===== src/hw/dpa_defines.vh =====
// Constants for the dual-port memory access controller.
`ifndef DPA_DEFINES_VH
`define DPA_DEFINES_VH
`define DPA_REG_CTRL 4'h0
`define DPA_REG_ADDR 4'h1
`define DPA_REG_WDATA 4'h2
`define DPA_REG_STAT 4'h3
`define DPA_REG_RDATA 4'h4
`define DPA_CTRL_GO 0
`define DPA_CTRL_WR 1
`define DPA_CTRL_FLAG 2
`define DPA_CTRL_MASTER 3
`define DPA_STAT_BUSY 0
`define DPA_STAT_CONT 1
`define DPA_STAT_ATTN 2
`define DPA_STAT_ERR 3
`define DPA_SETUP_CYC 4'h2
`define DPA_ACCESS_NS 35
`define DPA_ACCESS_CYC 4'h7
`define DPA_HOLD_CYC 4'h1
`define DPA_FLAG_ADDR_W 3
`endif


===== src/hw/dpa_port_ctrl.v =====
// Host-side controller driving one port of an asynchronous dual-port static memory.
//
// The implementer's own choices: the register offsets and the Avalon-MM interface to the registers.
`include "dpa_defines.vh"
module dpa_port_ctrl (
	clk_sys,
	rst_n,
	avs_address,
	avs_read,
	avs_write,
	avs_writedata,
	avs_readdata,
	avs_waitrequest,
	left_low_active_select_n,
	left_high_active_select,
	left_write_not_read,
	left_output_enable_n,
	left_flag_select_n,
	left_address_bus,
	left_data_bus_in,
	left_data_bus_out,
	left_data_bus_oe_n,
	left_contention_flag_n,
	left_attention_flag_n,
	cascade_master
);
	input wire clk_sys;
	input wire rst_n;
	input wire [3:0] avs_address;
	input wire avs_read;
	input wire avs_write;
	input wire [31:0] avs_writedata;
	output reg [31:0] avs_readdata;
	output wire avs_waitrequest;
	output reg left_low_active_select_n;
	output reg left_high_active_select;
	output reg left_write_not_read;
	output reg left_output_enable_n;
	output reg left_flag_select_n;
	output reg [15:0] left_address_bus;
	input wire [7:0] left_data_bus_in;
	output reg [7:0] left_data_bus_out;
	output reg left_data_bus_oe_n;
	input wire left_contention_flag_n;
	input wire left_attention_flag_n;
	output wire cascade_master;

	localparam ST_IDLE = 4'b0001;
	localparam ST_SETUP = 4'b0010;
	localparam ST_ACCESS = 4'b0100;
	localparam ST_HOLD = 4'b1000;

	reg [3:0] state_ff;
	reg [3:0] cnt_ff;
	reg wr_ff;
	reg flag_ff;
	reg master_ff;
	reg [15:0] addr_ff;
	reg [7:0] wdata_ff;
	reg [7:0] rdata_ff;
	reg cont_ff;
	reg err_ff;
	reg rd_pend_ff;
	wire cont_sync;
	wire attn_sync;
	wire [7:0] data_sync;
	wire busy;

	// Both flags are inverted ahead of their synchronisers, so the reset value matches an idle pin.
	// That keeps a false attention or contention report out of the first cycles after reset.
	dpa_sync u_sync_cont (
		.clk_sys(clk_sys),
		.rst_n(rst_n),
		.d_in(~left_contention_flag_n),
		.q_out(cont_sync)
	);
	dpa_sync u_sync_attn (
		.clk_sys(clk_sys),
		.rst_n(rst_n),
		.d_in(~left_attention_flag_n),
		.q_out(attn_sync)
	);
	genvar gi;
	generate
		for (gi = 0; gi < 8; gi = gi + 1) begin : g_dsync
			dpa_sync u_sync_data (
				.clk_sys(clk_sys),
				.rst_n(rst_n),
				.d_in(left_data_bus_in[gi]),
				.q_out(data_sync[gi])
			);
		end
	endgenerate

	assign busy = (state_ff != ST_IDLE);
	// The slave role leaves the contention flag as a device input fed by the master's.
	assign cascade_master = master_ff;
	// Writes answer at once; a read waits one cycle for registered read data.
	assign avs_waitrequest = avs_read & ~rd_pend_ff;

	always @(posedge clk_sys) begin
		if (!rst_n) begin
			rd_pend_ff <= 1'b0;
			avs_readdata <= 32'h0;
		end else begin
			rd_pend_ff <= avs_read & ~rd_pend_ff;
			case (avs_address)
				`DPA_REG_CTRL: avs_readdata <= {28'h0, master_ff, flag_ff, wr_ff, busy};
				`DPA_REG_ADDR: avs_readdata <= {16'h0, addr_ff};
				`DPA_REG_WDATA: avs_readdata <= {24'h0, wdata_ff};
				`DPA_REG_STAT: avs_readdata <= {28'h0, err_ff, attn_sync, cont_ff, busy};
				`DPA_REG_RDATA: avs_readdata <= {24'h0, rdata_ff};
				default: avs_readdata <= 32'h0;
			endcase
		end
	end

	always @(posedge clk_sys) begin
		if (!rst_n) begin
			state_ff <= ST_IDLE;
			cnt_ff <= 4'h0;
			wr_ff <= 1'b0;
			flag_ff <= 1'b0;
			master_ff <= 1'b1;
			addr_ff <= 16'h0;
			wdata_ff <= 8'h0;
			rdata_ff <= 8'h0;
			cont_ff <= 1'b0;
			err_ff <= 1'b0;
			left_low_active_select_n <= 1'b1;
			left_high_active_select <= 1'b0;
			left_write_not_read <= 1'b1;
			left_output_enable_n <= 1'b1;
			left_flag_select_n <= 1'b1;
			left_address_bus <= 16'h0;
			left_data_bus_out <= 8'h0;
			left_data_bus_oe_n <= 1'b1;
		end else begin
			if (avs_write && avs_address == `DPA_REG_ADDR && !busy) begin
				addr_ff <= avs_writedata[15:0];
			end
			if (avs_write && avs_address == `DPA_REG_WDATA && !busy) begin
				wdata_ff <= avs_writedata[7:0];
			end
			if (avs_write && avs_address == `DPA_REG_STAT) begin
				if (avs_writedata[`DPA_STAT_CONT]) begin
					cont_ff <= 1'b0;
				end
				if (avs_writedata[`DPA_STAT_ERR]) begin
					err_ff <= 1'b0;
				end
			end
			if (avs_write && avs_address == `DPA_REG_CTRL && busy) begin
				err_ff <= 1'b1;
			end
			case (state_ff)
				ST_IDLE: begin
					if (avs_write && avs_address == `DPA_REG_CTRL) begin
						master_ff <= avs_writedata[`DPA_CTRL_MASTER];
						if (avs_writedata[`DPA_CTRL_GO]) begin
							wr_ff <= avs_writedata[`DPA_CTRL_WR];
							flag_ff <= avs_writedata[`DPA_CTRL_FLAG];
							// Address and mode settle before any select is asserted.
							left_address_bus <= avs_writedata[`DPA_CTRL_FLAG] ?
								{13'h0, addr_ff[`DPA_FLAG_ADDR_W-1:0]} : addr_ff;
							left_write_not_read <= ~avs_writedata[`DPA_CTRL_WR];
							cnt_ff <= `DPA_SETUP_CYC;
							state_ff <= ST_SETUP;
						end
					end
				end
				ST_SETUP: begin
					if (cnt_ff > 4'h1) begin
						cnt_ff <= cnt_ff - 4'h1;
					end else begin
						if (flag_ff) begin
							// Memory stays deselected during a flag access.
							left_flag_select_n <= 1'b0;
						end else begin
							left_low_active_select_n <= 1'b0;
							left_high_active_select <= 1'b1;
						end
						left_output_enable_n <= wr_ff;
						left_data_bus_oe_n <= ~wr_ff;
						// A flag write only carries data bit zero.
						left_data_bus_out <= flag_ff ? {7'h0, wdata_ff[0]} : wdata_ff;
						cnt_ff <= `DPA_ACCESS_CYC;
						state_ff <= ST_ACCESS;
					end
				end
				ST_ACCESS: begin
					if (cont_sync && !flag_ff) begin
						// Arbitration lost on this port; the write may not have landed.
						cont_ff <= 1'b1;
					end
					if (cnt_ff > 4'h1) begin
						cnt_ff <= cnt_ff - 4'h1;
					end else begin
						if (!wr_ff) begin
							rdata_ff <= data_sync;
						end
						left_low_active_select_n <= 1'b1;
						left_high_active_select <= 1'b0;
						left_flag_select_n <= 1'b1;
						left_output_enable_n <= 1'b1;
						cnt_ff <= `DPA_HOLD_CYC;
						state_ff <= ST_HOLD;
					end
				end
				ST_HOLD: begin
					left_data_bus_oe_n <= 1'b1;
					left_write_not_read <= 1'b1;
					state_ff <= ST_IDLE;
				end
				default: state_ff <= ST_IDLE;
			endcase
		end
	end
endmodule // dpa_port_ctrl


===== src/hw/dpa_sync.v =====
// Two-flop synchroniser for one bit from outside the clock domain.
module dpa_sync (
	clk_sys,
	rst_n,
	d_in,
	q_out
);
	input wire clk_sys;
	input wire rst_n;
	input wire d_in;
	output reg q_out;
	reg meta_ff;
	always @(posedge clk_sys) begin
		if (!rst_n) begin
			meta_ff <= 1'b0;
			q_out <= 1'b0;
		end else begin
			meta_ff <= d_in;
			q_out <= meta_ff;
		end
	end
endmodule // dpa_sync


===== config.mk =====
export PLATFORM = sky130hd
export DESIGN_NAME = dpa_port_ctrl
export DESIGN_NICKNAME = d
export VERILOG_FILES = /design/src/hw/dpa_port_ctrl.v /design/src/hw/dpa_sync.v
export VERILOG_INCLUDE_DIRS = /design/src /design/src/hw
export SDC_FILE = /design/constraint.sdc
export NUM_CORES = 1
export LEC_CHECK = 0
export BUFFER_PORTS_ARGS = -buffer_cell sky130_fd_sc_hd__buf_4
export CORE_MARGIN = 1
export CORE_UTILIZATION = 40
export CTS_BUF_LIST = sky130_fd_sc_hd__clkbuf_16
export CTS_CLUSTER_DIAMETER = 50
export DETAILED_ROUTE_END_ITERATION = 10
export SYNTH_ARGS = -nofsm -noshare
export SYNTH_HDL_FRONTEND = slang
export SYNTH_HIERARCHICAL = 1
export SYNTH_SLANG_ARGS = --single-unit
export TNS_END_PERCENT = 20

===== constraint.sdc =====
create_clock -name clk_sys -period 4.95 [get_ports clk_sys]
set_clock_uncertainty 0.2 [all_clocks]
set_input_delay 0.99 -clock clk_sys [delete_from_list [all_inputs] [get_ports clk_sys]]
set_output_delay 0.99 -clock clk_sys [all_outputs]
set_load 0.02 [all_outputs]

==> results of run 1 <==
sequential cells by signal, indices dropped and copies added (netlist names), 4 cells and up:
signal,flops
addr_ff,16
avs_readdata,16
cnt_ff,4
g_dsync.u_sync_data/meta_ff,8
g_dsync.u_sync_data/q_out,8
left_address_bus,16
left_data_bus_out,8
rdata_ff,8
state_ff,4
wdata_ff,8
report_power, final:
group / switching [mW] / total, mW / internal (mW)
logic: 0.0513 / 0.0833 / 0.0320
clock network: 0.332 / 0.679 / 0.346
registers: 0.00431 / 0.916 / 0.911
metal layers:
| layer | routed length [um] | share of wire, % | up-vias |
|---|---|---|---|
| met5 | 0 | 0 | - |
| met4 | 119 | 1.2 | 0 |
| met3 | 409 | 4.3 | 9 |
| met2 | 4540 | 47 | 82 |
| met1 | 4500 | 47 | 1513 |
| li1 | - | - | 1593 |
worst max-delay path by stage:
stage	end	depth (start not counted)
6_report	left_write_not_read$_SDFFE_PN1P_	5
3_5_place_dp	left_write_not_read$_SDFFE_PN1P_	5
2_1_floorplan	left_write_not_read$_SDFFE_PN1P_	7
4_1_cts	left_write_not_read$_SDFFE_PN1P_	5
5_1_grt	left_write_not_read$_SDFFE_PN1P_	5
3_3_place_gp	left_write_not_read$_SDFFE_PN1P_	5
worst max-delay path, cell delays in order:
cell and delay, ps:
buf_4 150, nor4_4 560, and4_1 930, nand2_2 140, a21o_1 210
cells by family (layout without fill, tap and decap cells):
kind of cell             Yosys count  count (layout)  synth area share, %
adder cells (fa/ha/maj)            2               2                0.585
flip-flops                       112             112                 52.5
multiplexers                      33              33                 7.73
AO/OA/AOI/OAI                     69              69                 10.3
buffers and inverters             47             107                 6.56
AND/OR/NAND/NOR                  161             161                 22.3
other                              1              16               0.0877
placed cells by master (no fill, tap or decap), types with 7 or more instances in the layout:
cell and count:
nand3b_1 15, and3_1 13, nand3_1 11, buf_4 82
inv_1 7, o21ai_0 7, a222oi_1 8, conb_1 16
a21oi_1 36, clkbuf_16 9, and2_1 21, dfxtp_1 112
nor2_1 44, nand2_1 34, mux2i_1 33
cell type report:
| class | instances | area (um^2) |
|---|---|---|
| Multi-Input combinational cell | 281 | 1810 |
| Clock buffer | 9 | 225 |
| Inverter | 9 | 33.8 |
| Sequential cell | 112 | 2240 |
| Fill cell | 984 | 5180 |
| Tap cell | 136 | 170 |
| Timing Repair Buffer | 82 | 616 |
| Clock inverter | 7 | 52.6 |
==> results.yml, run 1 <==
die:
  chipHeight_um: 105
  rows: 37
  coreArea_mm2: 0.0103
  start_util_pct: 41.4
  die_w_um: 105
  io_pins: 114
  die_area_mm2: 0.0111
min_path:
  min_path_cells: 1
  hold_path.startpoint: "g_dsync[1].u_sync_data/meta_ff$_SDFF_PN0_"
  hold_end: "g_dsync[1].u_sync_data/q_out$_SDFF_PN0_"
  min_path_type: "reg2reg"
cells_and_area:
  final_area_mm2: 0.00515
  fin_util_pct: 49.9
  diodes: 0
  post_route_cells_drive_above_1_share_pct: 22.8
  syn2layout_area_growth_pct: 20.4
  final_nets: 547
  final_cells: 636
detailed_routing:
  drc: 0
  via_per_inst: 5.03
  wire_per_inst_um: 15.0
  postRouteAntennaNets: 0
  drtPass1Iterations: 5
  wl_um: 9570
  drt_iter0_drc: 180
  dr_total_vias: 3197
global_route:
  grt_use_total_pct: 17.7
  top_usage_layer: "met2"
  grt_pass1_wl_um: 15300
  grt_pass1_vias: 3000
  overflow: 0
  grtUsageMet2_pct: 29.0
  gr-usage-met3_pct: 2.78
  met1_usage_pct: 23.2
  antenna_found_initial: 0
  grt_max_degree: 69
critical_path:
  ff2ff_setup_slack_ps: 2410
  crit_fanout: 23
  required_ps: 4980
  reg2reg_to: "left_write_not_read$_SDFFE_PN1P_"
  crit_start: "avs_address[3]"
  regToRegStartpoint: "state_ff[1]$_SDFFE_PN0P_"
  worstRegToRegCells: 4
  critPathLaunchType: "input port"
  critPathCaptureType: "flop"
  crit_arrival_ps: 2970
  crit_type: "in2reg"
yosys:
  ys_warn_count: 6
  synth_top_area_share_pct: 52.5
  synth_common_cells: "dfxtp_1 (112), nor2_1 (44), a21oi_1 (36)"
  synth-seq-area-share_pct: 52.5
  synth_seq_cells: 112
  synthFlopType: "dfxtp_1"
  synth-edff-count: 0
  syn-cell-area_mm2: 0.00427
  postSynth.asyncResetShare_pct: 0
  syn_inst: 425
  synth_area_leaders: "dfxtp_1 (52%), mux2i_1 (7.7%), a21oi_1 (4.2%)"
  postSynthAreaPerCell_um2: 10.1
  synth_largest_area_cell: "dfxtp_1"
  synth_most_common_cell: "dfxtp_1"
  synth_cell_types: 49
power:
  peakVddDrop_v: 0.000195
  leakage_nw: 2.22
  total_power_mw: 1.68
  power_density_mw_per_mm2: 326
placement:
  place_congestion: 0.749
  dp_slack_ps: 1670
  dp_hpwl_um: 6290
  port_buffers: 81
  dpl.cell_count: 620
  dpl-instance-area_mm2: 0.00487
flow_run:
  cap_viol_max_count: 0
sta:
  slew_headroom_pct: 21.6
  worstMarginPinSlew_ps: 1170
  setup_viol_count_final: 0
  rsz0062_at_grt: "false"
  hold_viol_final: 0
  fin_crit_ps: 2940
  fmax_mhz: 340
  period_share_pct: 59.4
  drv_slew: 0
  setup_tns_ps: 0
  fin_ws_ps: 2010
  hold_ws_ps: 228
clock_tree:
  numCtsBuffers: 9
  cts_setup_buffers: 0
  cts_repair_resize_count: 0
  clock_sinks: 112
  cts_max_level: 3
  clkSlewWorstSetupHoldPaths_ps: 70
  tritoncts: "built"
  holdBufCountCts: 0
  cts_root_buf: "clkbuf_16"
  clockBufferDepth: 2
  insertion_delay_ps: 340
status:
  status: "complete, no violations"
(Power assumes the default switching activity.)
==> inputs of run 2 (changes only) <==
Clock period 4.95 ns to 2.9 ns, I/O delays scaled along.
==> run 2 against run 1 <==
  * Routed wire length up 0.61%
  * Critical path depth up 1
  * Clock power up 69%
  * Clock-buffer cell count unchanged
  * Final cell count up 1.4%
  * Core utilization up 0.80 points
  * Hold slack worse by 1.2 ps
  * Via count up 1.8%
  * Global-route usage about the same
  * Power up 71%
  * Critical path type is now reg2reg
  * Largest cell class unchanged
==> results.yml, run 2 (synthesis gave the netlist of run 1 again) <==
flow_run:
  cap_viol_max_count: 0
critical_path:
  crit_fanout: 13
  required_ps: 2920
  crit_type: "reg2reg"
  critPathCaptureType: "flop"
  crit_arrival_ps: 2270
  slowest_stage: "dfxtp_1"
  critPathLaunchType: "flop"
  path_cells: "inv_1 > ha_1 > or2_2 > nand3_1 > nor2_1 > a2111o_1"
  critPathMaxStageDelay_ps: 400
  reg2reg_to: "left_data_bus_oe_n$_SDFFE_PN1P_"
  worstRegToRegCells: 6
  ff2ff_setup_slack_ps: 650
  regToRegStartpoint: "cnt_ff[0]$_SDFFE_PN0P_"
sta:
  rsz0062_at_grt: "false"
  drv_slew: 0
  setup_viol_count_final: 0
  hold_viol_final: 0
  fmax_mhz: 445
  worstMarginPinSlew_ps: 749
  period_share_pct: 77.4
  setup_tns_ps: 0
  slew_headroom_pct: 49.3
  hold_ws_ps: 227
  fin_crit_ps: 2250
clock_tree:
  clock_sinks: 112
  insertion_delay_ps: 340
  tritoncts: "built"
  cts_repair_resize_count: 0
  numCtsBuffers: 9
  cts_root_buf: "clkbuf_16"
  clockBufferDepth: 2
  cts_max_level: 3
  clkSlewWorstSetupHoldPaths_ps: 70
  holdBufCountCts: 0
  cts_setup_buffers: 0
detailed_routing:
  postRouteAntennaNets: 0
  drt_iter0_drc: 154
  dr_total_vias: 3255
  via_per_inst: 5.05
  drtPass1Iterations: 4
  wire_per_inst_um: 14.9
  wl_um: 9630
  drc: 0
placement:
  place_congestion: 0.756
  port_buffers: 81
  dpl.cell_count: 629
  dp_hpwl_um: 6510
min_path:
  hold_path.startpoint: "g_dsync[5].u_sync_data/meta_ff$_SDFF_PN0_"
  min_path_cells: 1
  min_path_type: "reg2reg"
  hold_end: "g_dsync[5].u_sync_data/q_out$_SDFF_PN0_"
cells_and_area:
  syn2layout_area_growth_pct: 22.4
  final_cells: 645
  final_common_cell: "dfxtp_1"
  fin_util_pct: 50.7
  final_cell_mix: "dfxtp_1 (112), buf_4 (90), nor2_1 (44)"
  final_nets: 556
  reg.largest.list: "addr_ff x16, avs_readdata x16, left_address_bus x16"
  post_route_cells_drive_above_1_share_pct: 24.0
  diodes: 0
power:
  power_density_mw_per_mm2: 547
  swShare_pct: 22.8
  leakage_nw: 2.28
  power_frac_seq_pct: 54.6
  internal-power_mw: 2.21
  clockPowerShare_pct: 40.2
  peakVddDrop_v: 0.000275
  p_switching_uw: 654
  total_power_mw: 2.86
  pwr-share-comb_pct: 5.2
global_route:
  grt_use_total_pct: 17.8
  antenna_found_initial: 0
  overflow: 0
  grt_max_degree: 41
  grt_pass1_wl_um: 15600
  grt_pass1_vias: 3050
die:
  chipHeight_um: 105
  die_w_um: 105
  rows: 37
  coreArea_mm2: 0.0103
  die_area_mm2: 0.0111
  start_util_pct: 41.4
  io_pins: 114
status:
  status: "complete, no violations"
-- run 2: changes by cell type in the layout (fill, tap and decap cells not counted), sizes merged --
cell and change:
buf +9, clkinvlp -1, inv +1
-- run 2: layout make-up --
class | instances | area [um^2]
Clock buffer | 9 | 225
Clock inverter | 7 | 55.1
Fill cell | 996 | 5090
Inverter | 9 | 33.8
Multi-Input combinational cell | 281 | 1810
Sequential cell | 112 | 2240
Tap cell | 136 | 170
Timing Repair Buffer | 91 | 696
-- run 2: worst max path at each step --
stage                            from                                to  slack (ps)  cells past startpoint
3_5_place_dp   cnt_ff[0]$_SDFFE_PN0P_   left_data_bus_oe_n$_SDFFE_PN1P_         660                      6
3_3_place_gp   cnt_ff[0]$_SDFFE_PN0P_   left_data_bus_oe_n$_SDFFE_PN1P_         680                      6
4_1_cts        cnt_ff[0]$_SDFFE_PN0P_   left_data_bus_oe_n$_SDFFE_PN1P_         640                      6
2_1_floorplan          avs_address[3]  left_write_not_read$_SDFFE_PN1P_         760                      7
5_1_grt        cnt_ff[0]$_SDFFE_PN0P_   left_data_bus_oe_n$_SDFFE_PN1P_         510                      6
6_report       cnt_ff[0]$_SDFFE_PN0P_   left_data_bus_oe_n$_SDFFE_PN1P_         650                      6
-- run 2: per-stage QoR --
step / setup WS [ps] / instance area (um^2)
global placement: 681 / 4950
finish: 654 / 5230
detailed placement: 657 / 4950
CTS: 641 / 5230
global route: 510 / 5230
floorplan: 762 / 4330
-- run 2: per-layer routing --
| layer | share of wire [%] | vias to the layer above | track usage [%] |
|---|---|---|---|
| met4 | 1.1 | 0 | 3.62 |
| met2 | 48 | 88 | 28.4 |
| li1 | - | 1612 | - |
| met1 | 45 | 1546 | 24.5 |
| met3 | 5.6 | 9 | 4.02 |
| met5 | 0 | - | 0 |
-- run 2: worst max-delay path: cells and delay by family, from the launching register on --
kind,cells,cell delay (ps)
AND/OR/NAND/NOR,3,860
flip-flops,1,400
AO/OA/AOI/OAI,1,360
adder cells (fa/ha/maj),1,230
buffers and inverters,1,80
-- run 2: power by group through the flow --
| stage | logic (mW) | registers (mW) | clock network (mW) |
|---|---|---|---|
| 2_1_floorplan | 0.0964 | 1.60 | 0 |
| 3_3_place_gp | 0.148 | 1.60 | 0 |
| 3_5_place_dp | 0.149 | 1.60 | 0 |
| 4_1_cts | 0.149 | 1.56 | 1.19 |
| 5_1_grt | 0.161 | 1.57 | 1.26 |
| 6_report | 0.148 | 1.56 | 1.15 |
==> inputs of run 3 (changes only) <==
Settings changed: PLACE_DENSITY set to 0.66.
Clock period 2.9 ns to 1.85 ns, I/O delays scaled along.
==> run 3 against run 2 <==
  * The run now ends with negative setup slack left
  * Fmax grew 18%
  * Sequential power increased by 57%
  * Core utilization increased by 3.4 points
  * Clock-buffer cell count did not move
==> results.yml, run 3 (synthesis gave the netlist of run 1 again) <==
status:
  status: "complete, but fails checks"
  violations: "negative setup slack"
cells_and_area:
  diodes: 0
  final_area_mm2: 0.00558
  reg.largest.list: "addr_ff x16, avs_readdata x16, left_address_bus x16"
  final_cell_mix: "buf_4 (110), dfxtp_1 (108), nor2_1 (44)"
  final_nets: 584
  syn2layout_area_growth_pct: 30.6
  final_common_cell: "buf_4"
  final_cells: 673
  post_route_cells_drive_above_1_share_pct: 30.0
  fin_util_pct: 54.1
clock_tree:
  cts_root_buf: "clkbuf_16"
  clock_sinks: 112
  numCtsBuffers: 9
  clkSlewWorstSetupHoldPaths_ps: 70
  insertion_delay_ps: 350
  tritoncts: "built"
  cts_max_level: 3
  holdBufCountCts: 0
  clockBufferDepth: 2
detailed_routing:
  dr_total_vias: 3383
  drc: 0
  drt_iter0_drc: 142
  wire_per_inst_um: 15.2
  via_per_inst: 5.03
  wl_um: 10300
  postRouteAntennaNets: 0
  drtPass1Iterations: 4
sta:
  fin_crit_ps: 1900
  period_share_pct: 103
  setup_tns_ps: -327
  rsz0062_at_grt: "true"
  hold_viol_final: 0
  drv_slew: 0
  setup_viol_count_final: 8
  fin_ws_ps: -48.7
  hold_ws_ps: 22.5
  fmax_mhz: 527
placement:
  port_buffers: 81
  dp_slack_ps: -63.5
  dpl-instance-area_mm2: 0.00518
  dpl.cell_count: 654
  dp_hpwl_um: 7030
  place_congestion: 0.848
flow_run:
  cap_viol_max_count: 0
global_route:
  antenna_found_initial: 0
  grt_use_total_pct: 18.8
  grt_pass1_wl_um: 16100
  grt_max_degree: 31
  grt_pass1_vias: 3225
  overflow: 0
power:
  total_power_mw: 4.65
  power_density_mw_per_mm2: 833
  leakage_nw: 2.44
  peakVddDrop_v: 0.000396
critical_path:
  required_ps: 1890
  crit_type: "reg2reg"
  critPathCaptureType: "flop"
  ff2ff_setup_slack_ps: -50
  crit_arrival_ps: 1940
  crit_fanout: 8
  critPathLaunchType: "flop"
die:
  coreArea_mm2: 0.0103
  die_w_um: 105
  die_area_mm2: 0.0111
  rows: 37
  io_pins: 114
  start_util_pct: 41.4
  chipHeight_um: 105
min_path:
  min_path_type: "in2reg"
==> run 3: where the power goes <==
group	switching (mW)	internal, mW
clock network	0.888	1.06
registers	0.0114	2.44
logic	0.146	0.105
==> run 3: cell type report <==
class                   instances  area (um^2)
clock inverters                 7         76.3
clock buffers                   9          225
multi-input cells             281         1860
repair buffers                119          971
inverters                       9         33.8
fillers                       932         4740
flip-flops and latches        112         2250
well taps                     136          170
==> run 3: final timing paths <==
check | start | cells after the start | endpoint
hold reg to reg | g_dsync[7].u_sync_data/meta_ff$_SDFF_PN0_ | 1 | g_dsync[7].u_sync_data/q_out$_SDFF_PN0_
hold / removal | left_data_bus_in[4] | 2 | g_dsync[4].u_sync_data/meta_ff$_SDFF_PN0_
setup reg to reg | state_ff[0]$_SDFFE_PN1P_ | 5 | rdata_ff[3]$_SDFFE_PN0P_
setup / recovery | state_ff[0]$_SDFFE_PN1P_ | 5 | rdata_ff[3]$_SDFFE_PN0P_
==> run 3: worst max-delay path, cell delays in order (launching register included) <==
cell and delay [ps]:
dfxtp_2 320, or4b_4 550, nor4b_4 310, buf_12 180
mux2i_1 180, nor2_1 60
==> run 3: metal layers <==
layer  GRT usage (%)  vias to the layer above  part of all wire, %
met1            24.2                     1601                   44
met5               0                        -                    0
met3            4.39                       14                  5.7
li1                -                     1660                    -
met2            30.3                      108                   48
met4            7.95                        0                  1.8
==> run 3: what timing repair did <==
| action | 4_1_cts | 5_1_grt |
|---|---|---|
| setup endpoints to repair | 28 | 49 |
| gates resized for setup | 5 | 16 |
| pin swaps | 0 | 2 |
| setup buffers | 0 | 3 |
